===== src/hdl/port_b_params.svh =====
// Constants for the port B alternate function selector.
`ifndef PORT_B_PARAMS_SVH
`define PORT_B_PARAMS_SVH
`define PIN_RESET 7
`define PIN_IRQ 6
`define PIN_OSC2 5
`define PIN_OSC1 4
`define PIN_SCLK 2
`define PIN_SOUT 1
`define PIN_SIN 0
`define ROUTE_A_LSB 0
`define ROUTE_B_LSB 4
`define ANA_CH_BIT7 4'hA
`define ANA_CH_BIT6 4'h9
`define ANA_CH_BIT5 4'h8
`define DIV_CNT_RST 8'h00
`define DIV_CNT_STEP 8'h01
`define BYTE_ZERO 8'h00
`endif


===== src/hdl/port_b_pkg.sv =====
// Types shared by the port B alternate function selector.
package port_b_pkg;
  typedef enum logic [1:0] {
    CLK_INTERNAL_RC = 2'b00,
    CLK_EXTERNAL = 2'b01,
    CLK_CRYSTAL = 2'b10,
    CLK_LOW_FREQ_XTAL = 2'b11
  } clk_src_e;
  typedef struct packed {
    logic reset_pin_disable;
    logic debug_link_enable;
    logic lock_programmed;
    logic clock_output;
    clk_src_e clock_source;
  } fuse_s;
  typedef struct packed {
    logic [7:0] control_reg_d;
    logic cmp_a;
    logic cmp_b;
    logic en_a;
    logic en_b;
  } timer1_s;
  typedef struct packed {
    logic three_wire;
    logic two_wire;
    logic on_port_b;
    logic shift_out;
    logic clock_hold;
  } serial_s;
  typedef struct packed {
    logic [7:0] out;
    logic [7:0] oe;
    logic [7:0] pull;
  } pad_s;
  typedef struct packed {
    logic [7:0] sync1;
    logic [7:0] sync2;
    pad_s pads;
    logic [7:0] dir_rd;
    logic [7:0] out_rd;
    logic [7:0] in_rd;
    logic [7:0] pcint;
    logic [7:0] div_cnt;
    logic div_clk;
    logic ext_irq;
    logic sclk;
    logic sin;
    logic dbg_rx;
    logic rst_req;
    logic [2:0] ana_sel;
    logic live;
  } state_s;
endpackage : port_b_pkg


===== src/hdl/port_b_alternate_function_mux.sv =====
// Port B pin selector: routes each pad to its port or alternate function.
`timescale 1ns/1ps
`include "port_b_params.svh"
module port_b_alternate_function_mux (
  input wire CLOCK_IN,
  input wire RST_IN,
  input wire CHIP_RESET_IN,
  input wire [7:0] PAD_IN,
  input wire [7:0] DIRECTION_IN,
  input wire [7:0] OUTPUT_IN,
  input wire PULLUP_DISABLE_IN,
  input port_b_pkg::fuse_s FUSE_IN,
  input wire [7:0] CLOCK_DIV_IN,
  input port_b_pkg::timer1_s TIMER1_IN,
  input port_b_pkg::serial_s SERIAL_IN,
  input wire DEBUG_TX_LOW_IN,
  input wire EXT_IRQ_ZERO_ENABLE_IN,
  input wire [3:0] ANALOG_CHANNEL_IN,
  output port_b_pkg::pad_s PAD_OUT,
  output logic [7:0] DIRECTION_READ_OUT,
  output logic [7:0] OUTPUT_READ_OUT,
  output logic [7:0] INPUT_READ_OUT,
  output logic [7:0] PIN_CHANGE_SRC_OUT,
  output logic EXT_IRQ_ZERO_OUT,
  output logic SERIAL_UNIT_CLOCK_OUT,
  output logic SERIAL_IN_LINE_OUT,
  output logic DEBUG_RX_OUT,
  output logic RESET_REQUEST_OUT,
  output logic [2:0] ANALOG_SELECT_OUT
);

  port_b_pkg::state_s st_reg;
  port_b_pkg::state_s st_next;

  logic [7:0] dir_eff;
  logic [7:0] out_eff;
  logic div_tick;
  logic debug_mode;
  logic reset_mode;
  logic osc1_mode;
  logic osc2_mode;
  logic clkout_mode;
  logic sout_mode;
  logic two_wire_mode;
  logic route_on;
  logic wave;
  integer i;

  always_comb begin
    st_next = st_reg;
    // Pads are asynchronous to CLOCK_IN; the second stage is the only reader
    st_next.sync1 = PAD_IN;
    st_next.sync2 = st_reg.sync1;
    st_next.live = 1'b1;

    // Divider runs free so the clock pin keeps toggling through chip reset
    div_tick = (st_reg.div_cnt == CLOCK_DIV_IN);
    if (div_tick) begin
      st_next.div_cnt = `DIV_CNT_RST;
      st_next.div_clk = ~st_reg.div_clk;
    end else begin
      st_next.div_cnt = st_reg.div_cnt + `DIV_CNT_STEP;
    end

    // Pad copies of the port registers are cleared while the chip is held in reset; read-back is not
    dir_eff = CHIP_RESET_IN ? `BYTE_ZERO : DIRECTION_IN;
    out_eff = CHIP_RESET_IN ? `BYTE_ZERO : OUTPUT_IN;

    debug_mode = FUSE_IN.debug_link_enable & ~FUSE_IN.lock_programmed;
    reset_mode = ~FUSE_IN.reset_pin_disable & ~debug_mode;
    osc1_mode = (FUSE_IN.clock_source != port_b_pkg::CLK_INTERNAL_RC);
    osc2_mode = (FUSE_IN.clock_source == port_b_pkg::CLK_CRYSTAL) |
                (FUSE_IN.clock_source == port_b_pkg::CLK_LOW_FREQ_XTAL);
    clkout_mode = FUSE_IN.clock_output & ~osc2_mode;
    sout_mode = SERIAL_IN.three_wire & SERIAL_IN.on_port_b;
    two_wire_mode = SERIAL_IN.two_wire & SERIAL_IN.on_port_b;
    route_on = 1'b0;
    wave = 1'b0;

    for (i = 0; i < 8; i = i + 1) begin
      st_next.pads.oe[i] = dir_eff[i];
      st_next.pads.out[i] = out_eff[i];
      st_next.pads.pull[i] = ~dir_eff[i] & out_eff[i] & ~PULLUP_DISABLE_IN;
      if ((i % 2) == 0) begin
        route_on = TIMER1_IN.control_reg_d[`ROUTE_A_LSB + i / 2] & TIMER1_IN.en_a;
        wave = TIMER1_IN.cmp_a;
      end else begin
        route_on = TIMER1_IN.control_reg_d[`ROUTE_B_LSB + i / 2] & TIMER1_IN.en_b;
        wave = TIMER1_IN.cmp_b;
      end
      // value only; the enable stays with the direction bit
      if (route_on & ~CHIP_RESET_IN) begin
        st_next.pads.out[i] = wave;
      end
    end

    // three-wire data output takes over the bit 1 value
    if (sout_mode) begin
      st_next.pads.out[`PIN_SOUT] = SERIAL_IN.shift_out;
    end
    // pull-up term above is left untouched in three-wire mode

    // two-wire lines only ever pull low
    if (two_wire_mode) begin
      st_next.pads.oe[`PIN_SIN] = (SERIAL_IN.shift_out | out_eff[`PIN_SIN]) &
                                  dir_eff[`PIN_SIN];
      st_next.pads.out[`PIN_SIN] = 1'b0;
      st_next.pads.oe[`PIN_SCLK] = (SERIAL_IN.clock_hold | out_eff[`PIN_SCLK]) &
                                   dir_eff[`PIN_SCLK];
      st_next.pads.out[`PIN_SCLK] = 1'b0;
    end

    // bit 4 is the clock input for every non-RC source
    if (osc1_mode) begin
      st_next.pads.oe[`PIN_OSC1] = 1'b0;
      st_next.pads.out[`PIN_OSC1] = 1'b0;
      st_next.pads.pull[`PIN_OSC1] = 1'b0;
    end

    // the crystal wins over the clock output on bit 5
    if (osc2_mode) begin
      st_next.pads.oe[`PIN_OSC2] = 1'b0;
      st_next.pads.out[`PIN_OSC2] = 1'b0;
      st_next.pads.pull[`PIN_OSC2] = 1'b0;
    end else if (clkout_mode) begin
      // forced drive, chip reset does not stop it
      st_next.pads.oe[`PIN_OSC2] = 1'b1;
      st_next.pads.out[`PIN_OSC2] = st_reg.div_clk;
      st_next.pads.pull[`PIN_OSC2] = 1'b0;
    end

    if (debug_mode) begin
      // open drain: only ever drives low, pull-up always on
      st_next.pads.oe[`PIN_RESET] = DEBUG_TX_LOW_IN;
      st_next.pads.out[`PIN_RESET] = 1'b0;
      st_next.pads.pull[`PIN_RESET] = 1'b1;
    end else if (reset_mode) begin
      // pin belongs to the reset circuit, never driven
      st_next.pads.oe[`PIN_RESET] = 1'b0;
      st_next.pads.out[`PIN_RESET] = 1'b0;
      st_next.pads.pull[`PIN_RESET] = 1'b1;
    end
    // with the reset disabled and no debug link, bit 7 keeps the port values above

    st_next.dir_rd = DIRECTION_IN;
    st_next.out_rd = OUTPUT_IN;
    st_next.in_rd = st_reg.sync2;
    // reset or debug pin reads as zero
    if (reset_mode | debug_mode) begin
      st_next.dir_rd[`PIN_RESET] = 1'b0;
      st_next.out_rd[`PIN_RESET] = 1'b0;
      st_next.in_rd[`PIN_RESET] = 1'b0;
    end
    // clock input pin reads as zero
    if (osc1_mode) begin
      st_next.dir_rd[`PIN_OSC1] = 1'b0;
      st_next.out_rd[`PIN_OSC1] = 1'b0;
      st_next.in_rd[`PIN_OSC1] = 1'b0;
    end

    // bit n feeds pin change source n plus eight
    st_next.pcint = st_reg.sync2;
    st_next.ext_irq = EXT_IRQ_ZERO_ENABLE_IN & st_reg.sync2[`PIN_IRQ];
    // serial clock and data input taps
    st_next.sclk = st_reg.sync2[`PIN_SCLK];
    st_next.sin = st_reg.sync2[`PIN_SIN];
    // Idle-high receive so a disabled debug link never looks like traffic
    st_next.dbg_rx = debug_mode ? st_reg.sync2[`PIN_RESET] : 1'b1;
    st_next.rst_req = reset_mode & ~st_reg.sync2[`PIN_RESET];

    // analog channel steering for bits 7..5
    st_next.ana_sel[2] = (ANALOG_CHANNEL_IN == `ANA_CH_BIT7);
    st_next.ana_sel[1] = (ANALOG_CHANNEL_IN == `ANA_CH_BIT6);
    st_next.ana_sel[0] = (ANALOG_CHANNEL_IN == `ANA_CH_BIT5);
  end

  always_ff @(posedge CLOCK_IN or posedge RST_IN) begin
    if (RST_IN) begin
      st_reg <= '0;
    end else begin
      st_reg <= st_next;
    end
  end

  assign PAD_OUT = st_reg.pads;
  assign DIRECTION_READ_OUT = st_reg.dir_rd;
  assign OUTPUT_READ_OUT = st_reg.out_rd;
  assign INPUT_READ_OUT = st_reg.in_rd;
  assign PIN_CHANGE_SRC_OUT = st_reg.pcint;
  assign EXT_IRQ_ZERO_OUT = st_reg.ext_irq;
  assign SERIAL_UNIT_CLOCK_OUT = st_reg.sclk;
  assign SERIAL_IN_LINE_OUT = st_reg.sin;
  assign DEBUG_RX_OUT = st_reg.dbg_rx;
  assign RESET_REQUEST_OUT = st_reg.rst_req;
  assign ANALOG_SELECT_OUT = st_reg.ana_sel;
endmodule : port_b_alternate_function_mux


===== config.mk =====
export PLATFORM = sky130hd
export DESIGN_NAME = port_b_alternate_function_mux
export DESIGN_NICKNAME = d
export VERILOG_FILES = /design/src/hdl/port_b_pkg.sv /design/src/hdl/port_b_alternate_function_mux.sv
export VERILOG_INCLUDE_DIRS = /design/src /design/src/hdl
export SDC_FILE = /design/constraint.sdc
export NUM_CORES = 1
export LEC_CHECK = 0
export ABC_AREA = 1
export BUFFER_PORTS_ARGS = -buffer_cell sky130_fd_sc_hd__buf_2
export CORE_UTILIZATION = 45
export CTS_CLUSTER_DIAMETER = 40
export DETAILED_ROUTE_END_ITERATION = 10
export MAX_ROUTING_LAYER = met4
export PLACE_DENSITY = 0.86
export SYNTH_ARGS = -nofsm -noshare
export SYNTH_HDL_FRONTEND = slang
export SYNTH_SLANG_ARGS = --single-unit

===== constraint.sdc =====
create_clock -name CLOCK_IN -period 7.9 [get_ports CLOCK_IN]
set_input_delay 1.58 -clock CLOCK_IN [delete_from_list [all_inputs] [get_ports CLOCK_IN]]
set_output_delay 1.58 -clock CLOCK_IN [all_outputs]
set_load 0.005 [all_outputs]

**Word level (Yosys, flattened, before mapping)**

Index checks and enable logic that the tools add are counted.

- $add $sub $neg: 1
- Multiply operators: 0
- Divide/modulo/power cells: 0
- $lt $le $gt $ge: 0
- Equality and inequality tests: 6
- Shift operators: 0
- Muxes and demuxes: 38
- Bitwise gates (word level): 61
- Reduce and logical (&&, ||, !) cells: 1

Operators by type and width:

| operator | number |
|---|---|
| $and 1x1->1 | 41 |
| $mux 1 | 35 |
| $mux 8 | 3 |
| $not 1->1 | 16 |
| $eq 4x4->1 const B | 3 |
| $add 8x1->8 const B | 1 |
| $eq 8x8->1 | 1 |
| $eq 2x2->1 const B | 2 |
| $or 1x1->1 | 4 |
| $reduce_bool 2->1 | 1 |

- Flip-flop bits (word level): 89
- Latch bits: 0
- Bits in writable memories: 0
- Bits in read-only memories: 0
- Output and inout bits: 64
- Word-level logic and storage cells: 124
- Memories: 0

**Depth between registers and ports, before layout**

Gate-level depths: netlist of the first run.

- Word-level depth: 6
- Gate-level depth with buffers: 8

**Worst setup path after synthesis of the first run**

Ideal clock, no wire load.

- Kind: input-to-reg
- Start: input CHIP_RESET_IN
- End: register st_reg (netlist bit PAD_OUT[17])
- Setup time: 0.130 ns
- Arrival: 2.194 ns
- Data required time: 7.770 ns
- Path slack: 5.576 ns
- Stages on the path: 5
- Buffers on the path: 1
- Cells stage by stage: buf_4 -> nor2_2 -> nand2_1 -> o211ai_1 -> o21ai_0

RTL lines:

| what | RTL line | text |
|---|---|---|
| from (decl) | port_b_alternate_function_mux.sv:7 | `input wire CHIP_RESET_IN,` |
| to (signal assigned) | port_b_alternate_function_mux.sv:181 | `st_reg <= st_next;` |
| to (decl) | port_b_alternate_function_mux.sv:32 | `port_b_pkg::state_s st_reg;` |

==> metrics.cfg, run 1 <==
[yosys]
syn_inst=306
syn_area_sq_um=3260
synth_nets=372
ys_warn_count=0
synth_cell_types=27
avgSynthCellArea_sq_um=10.7
ys_ff_latch=81
ys_seq_area_share_pct=62.1

[floorplanning]
core_sq_um=6910
rows=30
fp.dieW_um=87.1
die_h_um=87.1
dieArea_sq_um=7590
ios=129
start_util_pct=47.2

[routing]
drt_iter0_markers=89
drc=0
vias_per_cell=4.45
ant_nets=0
routed_wl_um=6110
num_vias=2155
wire_per_inst_um=12.6
drt-pass1-iter-count=4

[setup_path]
end_kind=output pin
startpoint=PIN_CHANGE_SRC_OUT[0]
crit_fanout=3
critPathKind=flop to output pin
worst_path_max_delay_cell=dfrtp_1
cp_slowest_stage_delay_ps=390
worstPathCellList=buf_2
timing.rr.start=st_reg[10]
cp_top_family=flip-flops
critPathBufInv=1
cp.required_ps=6320
startpoint_type=flop
cp.arrival_ps=860

[pwr]
p_total_mw=0.934
clkPwrFrac_pct=33.5
peakVddDrop_mv=0.121
swShare_pct=25.9
power_density_nw_per_um2=247
power_frac_seq_pct=51.7
leakagePower_nw=2.07
power.switching_mw=0.242
internal_power_mw=0.692
comb_power_share_pct=14.8

[final_layout]
stdcell_count=484
nNetsFinal=450
layout-drive-gt1-share_pct=41.0
seq_area_sq_um=2030
multi_input_area_sq_um=643
fill_cells=674
antenna_cells=0
area_growth_pct=15.8
largest_reg_flops=24

[sta]
setup_viol=0
report.final.slew_viol_count=0
fmax_mhz=410
max-slew-margin-rel_pct=34.0
fin_crit_sh_pct=30.8
fin_skew_ps=5.13
setup_ws_ps=5460
fin_crit_ps=2440
fin_hold_ws_ps=350
tightestPinTransition_ps=991
finalSetupTns_ps=0
rsz0062_at_grt=no
finalHoldViolCount=0

[clocking]
cts.sinks=81
numCtsBuffers=9
clk_latency_ps=330
clockBufferDepth=2
cts-root-buf=clkbuf_8
post_cts_buffers=0
cts_tree=yes
clkTransAtPathRegs_ps=80
cts.repair.resized=0
htree_levels=3
cts_hold_buf=0

[flow_run]
cap_violations=0

[global_routing]
grt_pass1_vias=2070
grt_remaining_overflow=0
grt_usage_pct=17.4
grt_pass1_wl_um=9480
grt_max_degree=82
antenna_found_initial=0

[place]
pre_cts_ws_ps=5300
place.detailed.hpwl_um=4570
place.gp.congestion=0.747
placed_cells=469
io_buffer_count=128

[worst_hold_path]
min-delay-start=st_next[23]
hold_class=flop to flop

[status]
status=finished clean

worst paths after layout:
check | cells after the start | endpoint | slack [ps]
max | 1 | INPUT_READ_OUT[0] | 5460
min | 0 | PIN_CHANGE_SRC_OUT[5] | 350
max reg2reg | 6 | st_reg[10] | 6610
min reg2reg | 0 | PIN_CHANGE_SRC_OUT[5] | 350
max in group asynchronous | 3 | DIRECTION_READ_OUT[0] | 5720
min in group asynchronous | 3 | st_next[24] | 1540
metal layers:
layer,wire length (um),share of wire (%),track usage [%]
met3,381,6.2,4.27
met5,0,0,-
met4,85,1.4,7.30
met1,2510,41,19.7
met2,3130,51,29.6
logic make-up after synthesis:
logic type / share of synthesized area (%)
AO/OA/AOI/OAI: 3.03
XOR/XNOR: 2.42
AND/OR/NAND/NOR: 13.9
flip-flops: 62.1
buffers and inverters: 18.1
adder cells (fa/ha/maj): 0.384
layout make-up:
type	instances	share of cell area (%)
flip-flops and latches	81	53.6
multi-input cells	129	17.0
repair buffers	129	17.2
clock buffers	10	3.38
clock inverters	5	2.15
inverters	34	3.48
well taps	96	3.18
through the flow:
step	area, sq um	util (%)
after global routing	3780	54.7
after global placement	3570	51.7
after detailed placement	3570	51.7
after CTS	3780	54.7
final	3780	54.7
after floorplan	3260	-
cell usage after synthesis:
library cell,number,area [sq um]
dfrtp_1,81,2030
buf_4,61,458
nand2_1,47,176
inv_1,31,116
nor2_1,21,78.8
nor3_1,10,50.1
nor2_2,9,56.3
nand3_1,8,40.0
xnor2_1,7,61.3
a21oi_1,6,30.0
o21ai_0,6,30.0
inv_2,2,7.51
nand4_1,2,12.5
xor2_1,2,17.5
a211oi_1,1,7.51
a31oi_1,1,6.26
clkbuf_1,1,3.75
ha_1,1,12.5
inv_4,1,6.26
nand2_2,1,6.26
nand3_2,1,10.0
nor3_2,1,10.0
nor4_1,1,6.26
o211ai_1,1,7.51
o21a_1,1,7.51
o311a_1,1,10.0
or2_1,1,6.26
power groups by stage:
| stage | registers [mW] | logic [mW] | clock network [mW] |
|---|---|---|---|
| after floorplan | 0.484 | 0.109 | 0 |
| after global placement | 0.489 | 0.133 | 0 |
| after detailed placement | 0.491 | 0.140 | 0 |
| after CTS | 0.483 | 0.141 | 0.322 |
| after global routing | 0.487 | 0.160 | 0.338 |
| final | 0.483 | 0.138 | 0.313 |
layout by cell type, fill, tap and decap left out, types with 7 or more instances in the layout:
cell,n
clkbuf_8,9
nand3_1,8
nor2_1,21
dfrtp_1,81
nand2_1,47
nor2_2,9
inv_1,30
buf_2,128
nor3_1,10
xnor2_1,7
No activity file was read; power rests on OpenSTA's default activity.
==> run 2, diff against run 1 <==
--- a/config.mk
+++ b/config.mk
@@ -8,7 +8,7 @@
 export LEC_CHECK = 0
 export ABC_AREA = 1
 export BUFFER_PORTS_ARGS = -buffer_cell sky130_fd_sc_hd__buf_2
-export CORE_UTILIZATION = 45
+export CORE_UTILIZATION = 43
 export CTS_CLUSTER_DIAMETER = 40
 export DETAILED_ROUTE_END_ITERATION = 10
 export MAX_ROUTING_LAYER = met4
==> constraint.sdc (replaced) <==
create_clock -name CLOCK_IN -period 2 [get_ports CLOCK_IN]
set_input_delay 0.4 -clock CLOCK_IN [delete_from_list [all_inputs] [get_ports CLOCK_IN]]
set_output_delay 0.4 -clock CLOCK_IN [all_outputs]
set_load 0.005 [all_outputs]
==> run 2 against run 1 <==
  * Sequential share of layout area fell by 0.58 points
  * Clock power rose to 3.9 times the previous value
  * Critical path depth is the same
  * Count of clock-buffer cells in the layout did not move
==> metrics.cfg, run 2 (same netlist as run 1, synthesis figures left out) <==
[status]
status=finished clean

[place]
place.gp.congestion=0.784  ; +5.0%
placed_cells=473  ; +0.85%
dpl_cell_area_sq_um=3610  ; +1.1%
io_buffer_count=128  ; unchanged
place.detailed.hpwl_um=4680  ; +2.3%
pre_cts_ws_ps=671  ; -4630 ps

[sta]
report.final.slew_viol_count=0  ; unchanged
rsz0062_at_grt=no
fin_skew_ps=8.58  ; +3.46 ps
fin_hold_ws_ps=106  ; -244 ps
tightestPinTransition_ps=275  ; -715 ps
fin_crit_ps=1280
finalSetupTns_ps=0  ; unchanged
finalHoldViolCount=0  ; unchanged
max-slew-margin-rel_pct=81.5  ; +48 points
setup_ws_ps=724  ; -4740 ps
setup_viol=0  ; unchanged
fmax_mhz=784
fin_crit_sh_pct=63.8

[final_layout]
stdcell_count=489  ; +1.0%
layout-drive-gt1-share_pct=41.5  ; +0.56 points
fill_cells=682  ; +1.2%
nNetsFinal=451  ; +0.22%
final_cell_area_sq_um=3820  ; +1.1%
mostFrequentLayoutCell=buf_2
area_growth_pct=17.1
largest_reg_flops=24  ; unchanged
final_cell_mix=128 x buf_2, 81 x dfrtp_1, 47 x nand2_1, 30 x inv_1, 21 x nor2_1
seq_area_sq_um=2030  ; unchanged
final_core_util_pct=52.4  ; -2.3 points
multi_input_area_sq_um=643  ; unchanged
antenna_cells=0  ; unchanged

[clocking]
cts-root-buf=clkbuf_8
clk_latency_ps=350  ; +20 ps
cts.sinks=81  ; unchanged
post_cts_buffers=0  ; unchanged
numCtsBuffers=9  ; unchanged
htree_levels=3  ; unchanged
clockBufferDepth=2  ; unchanged
cts_tree=yes
cts_hold_buf=0  ; unchanged
clkTransAtPathRegs_ps=90  ; about the same
cts.repair.resized=0  ; unchanged

[pwr]
power_density_nw_per_um2=968  ; +290%
peakVddDrop_mv=0.432  ; +260%
p_total_mw=3.70  ; +300%
leakagePower_nw=2.08  ; +0.43%

[routing]
vias_per_cell=4.41  ; -0.98%
drt-pass1-iter-count=4  ; unchanged
drc=0  ; unchanged
ant_nets=0  ; unchanged
routed_wl_um=6130  ; +0.29%
drt_iter0_markers=39  ; -56%
wire_per_inst_um=12.5  ; -0.73%
num_vias=2156  ; +0.046%

[global_routing]
grt_pass1_vias=2098  ; +1.4%
grt_usage_pct=17.0  ; -0.44 points
grt_pass1_wl_um=9440  ; -0.43%
grt_remaining_overflow=0  ; unchanged
grt_max_degree=51  ; -38%
antenna_found_initial=0  ; unchanged

[floorplanning]
rows=31  ; +3.3%
die_h_um=89.1  ; +2.2%
core_sq_um=7290  ; +5.6%
dieArea_sq_um=7940  ; +4.5%
start_util_pct=44.7  ; -2.5 points
ios=129  ; unchanged
fp.dieW_um=89.1  ; +2.2%

[setup_path]
startpoint_type=flop
cp.required_ps=1600  ; -4720 ps
cp.arrival_ps=880  ; +20 ps
worstPathCellList=buf_2
crit_fanout=3  ; unchanged
critPathBufInv=1  ; unchanged
cp_top_family=flip-flops
cp_slowest_stage_delay_ps=400  ; about the same
end_kind=output pin
critPathKind=flop to output pin
worst_path_max_delay_cell=dfrtp_1

[worst_hold_path]
hold_class=primary input to async pin

[flow_run]
cap_violations=0  ; unchanged

==> run 2: cell type report <==
cell class | instances | share of cell area [%]
inverters | 34 | 3.50
clock buffers | 10 | 3.60
multi-input cells | 129 | 16.8
well taps | 99 | 3.24
repair buffers | 130 | 17.8
flip-flops and latches | 81 | 53.1
clock inverters | 6 | 1.93
==> run 2: report_power, final <==
group          switching, mW  internal [mW]  total, mW
sequential             0.131           1.78       1.92
clock                  0.606          0.626       1.23
combinational          0.291          0.259      0.551
==> run 2: final timing paths <==
check                                      startpoint                     to  slack (ps)  cells past startpoint
worst min-delay path                           RST_IN   ANALOG_SELECT_OUT[0]         110                      3
worst min register to register             st_next[7]  PIN_CHANGE_SRC_OUT[2]         350                      0
worst max register to register             st_reg[10]             st_reg[16]         730                      5
worst max-delay path            PIN_CHANGE_SRC_OUT[2]  PIN_CHANGE_SRC_OUT[2]         720                      1
max in group asynchronous                      RST_IN             PAD_OUT[1]        1620                      3
min in group CLOCK_IN                       PAD_IN[3]            st_next[77]         150                      1
==> run 2: per-layer routing <==
layer / track usage (%) / vias up / routed length, um
li1: - / 1049 / -
met1: 18.1 / 1003 / 2520
met2: 28.2 / 90 / 3020
met3: 5.26 / 14 / 426
met4: 9.09 / 0 / 164
met5: - / - / 0
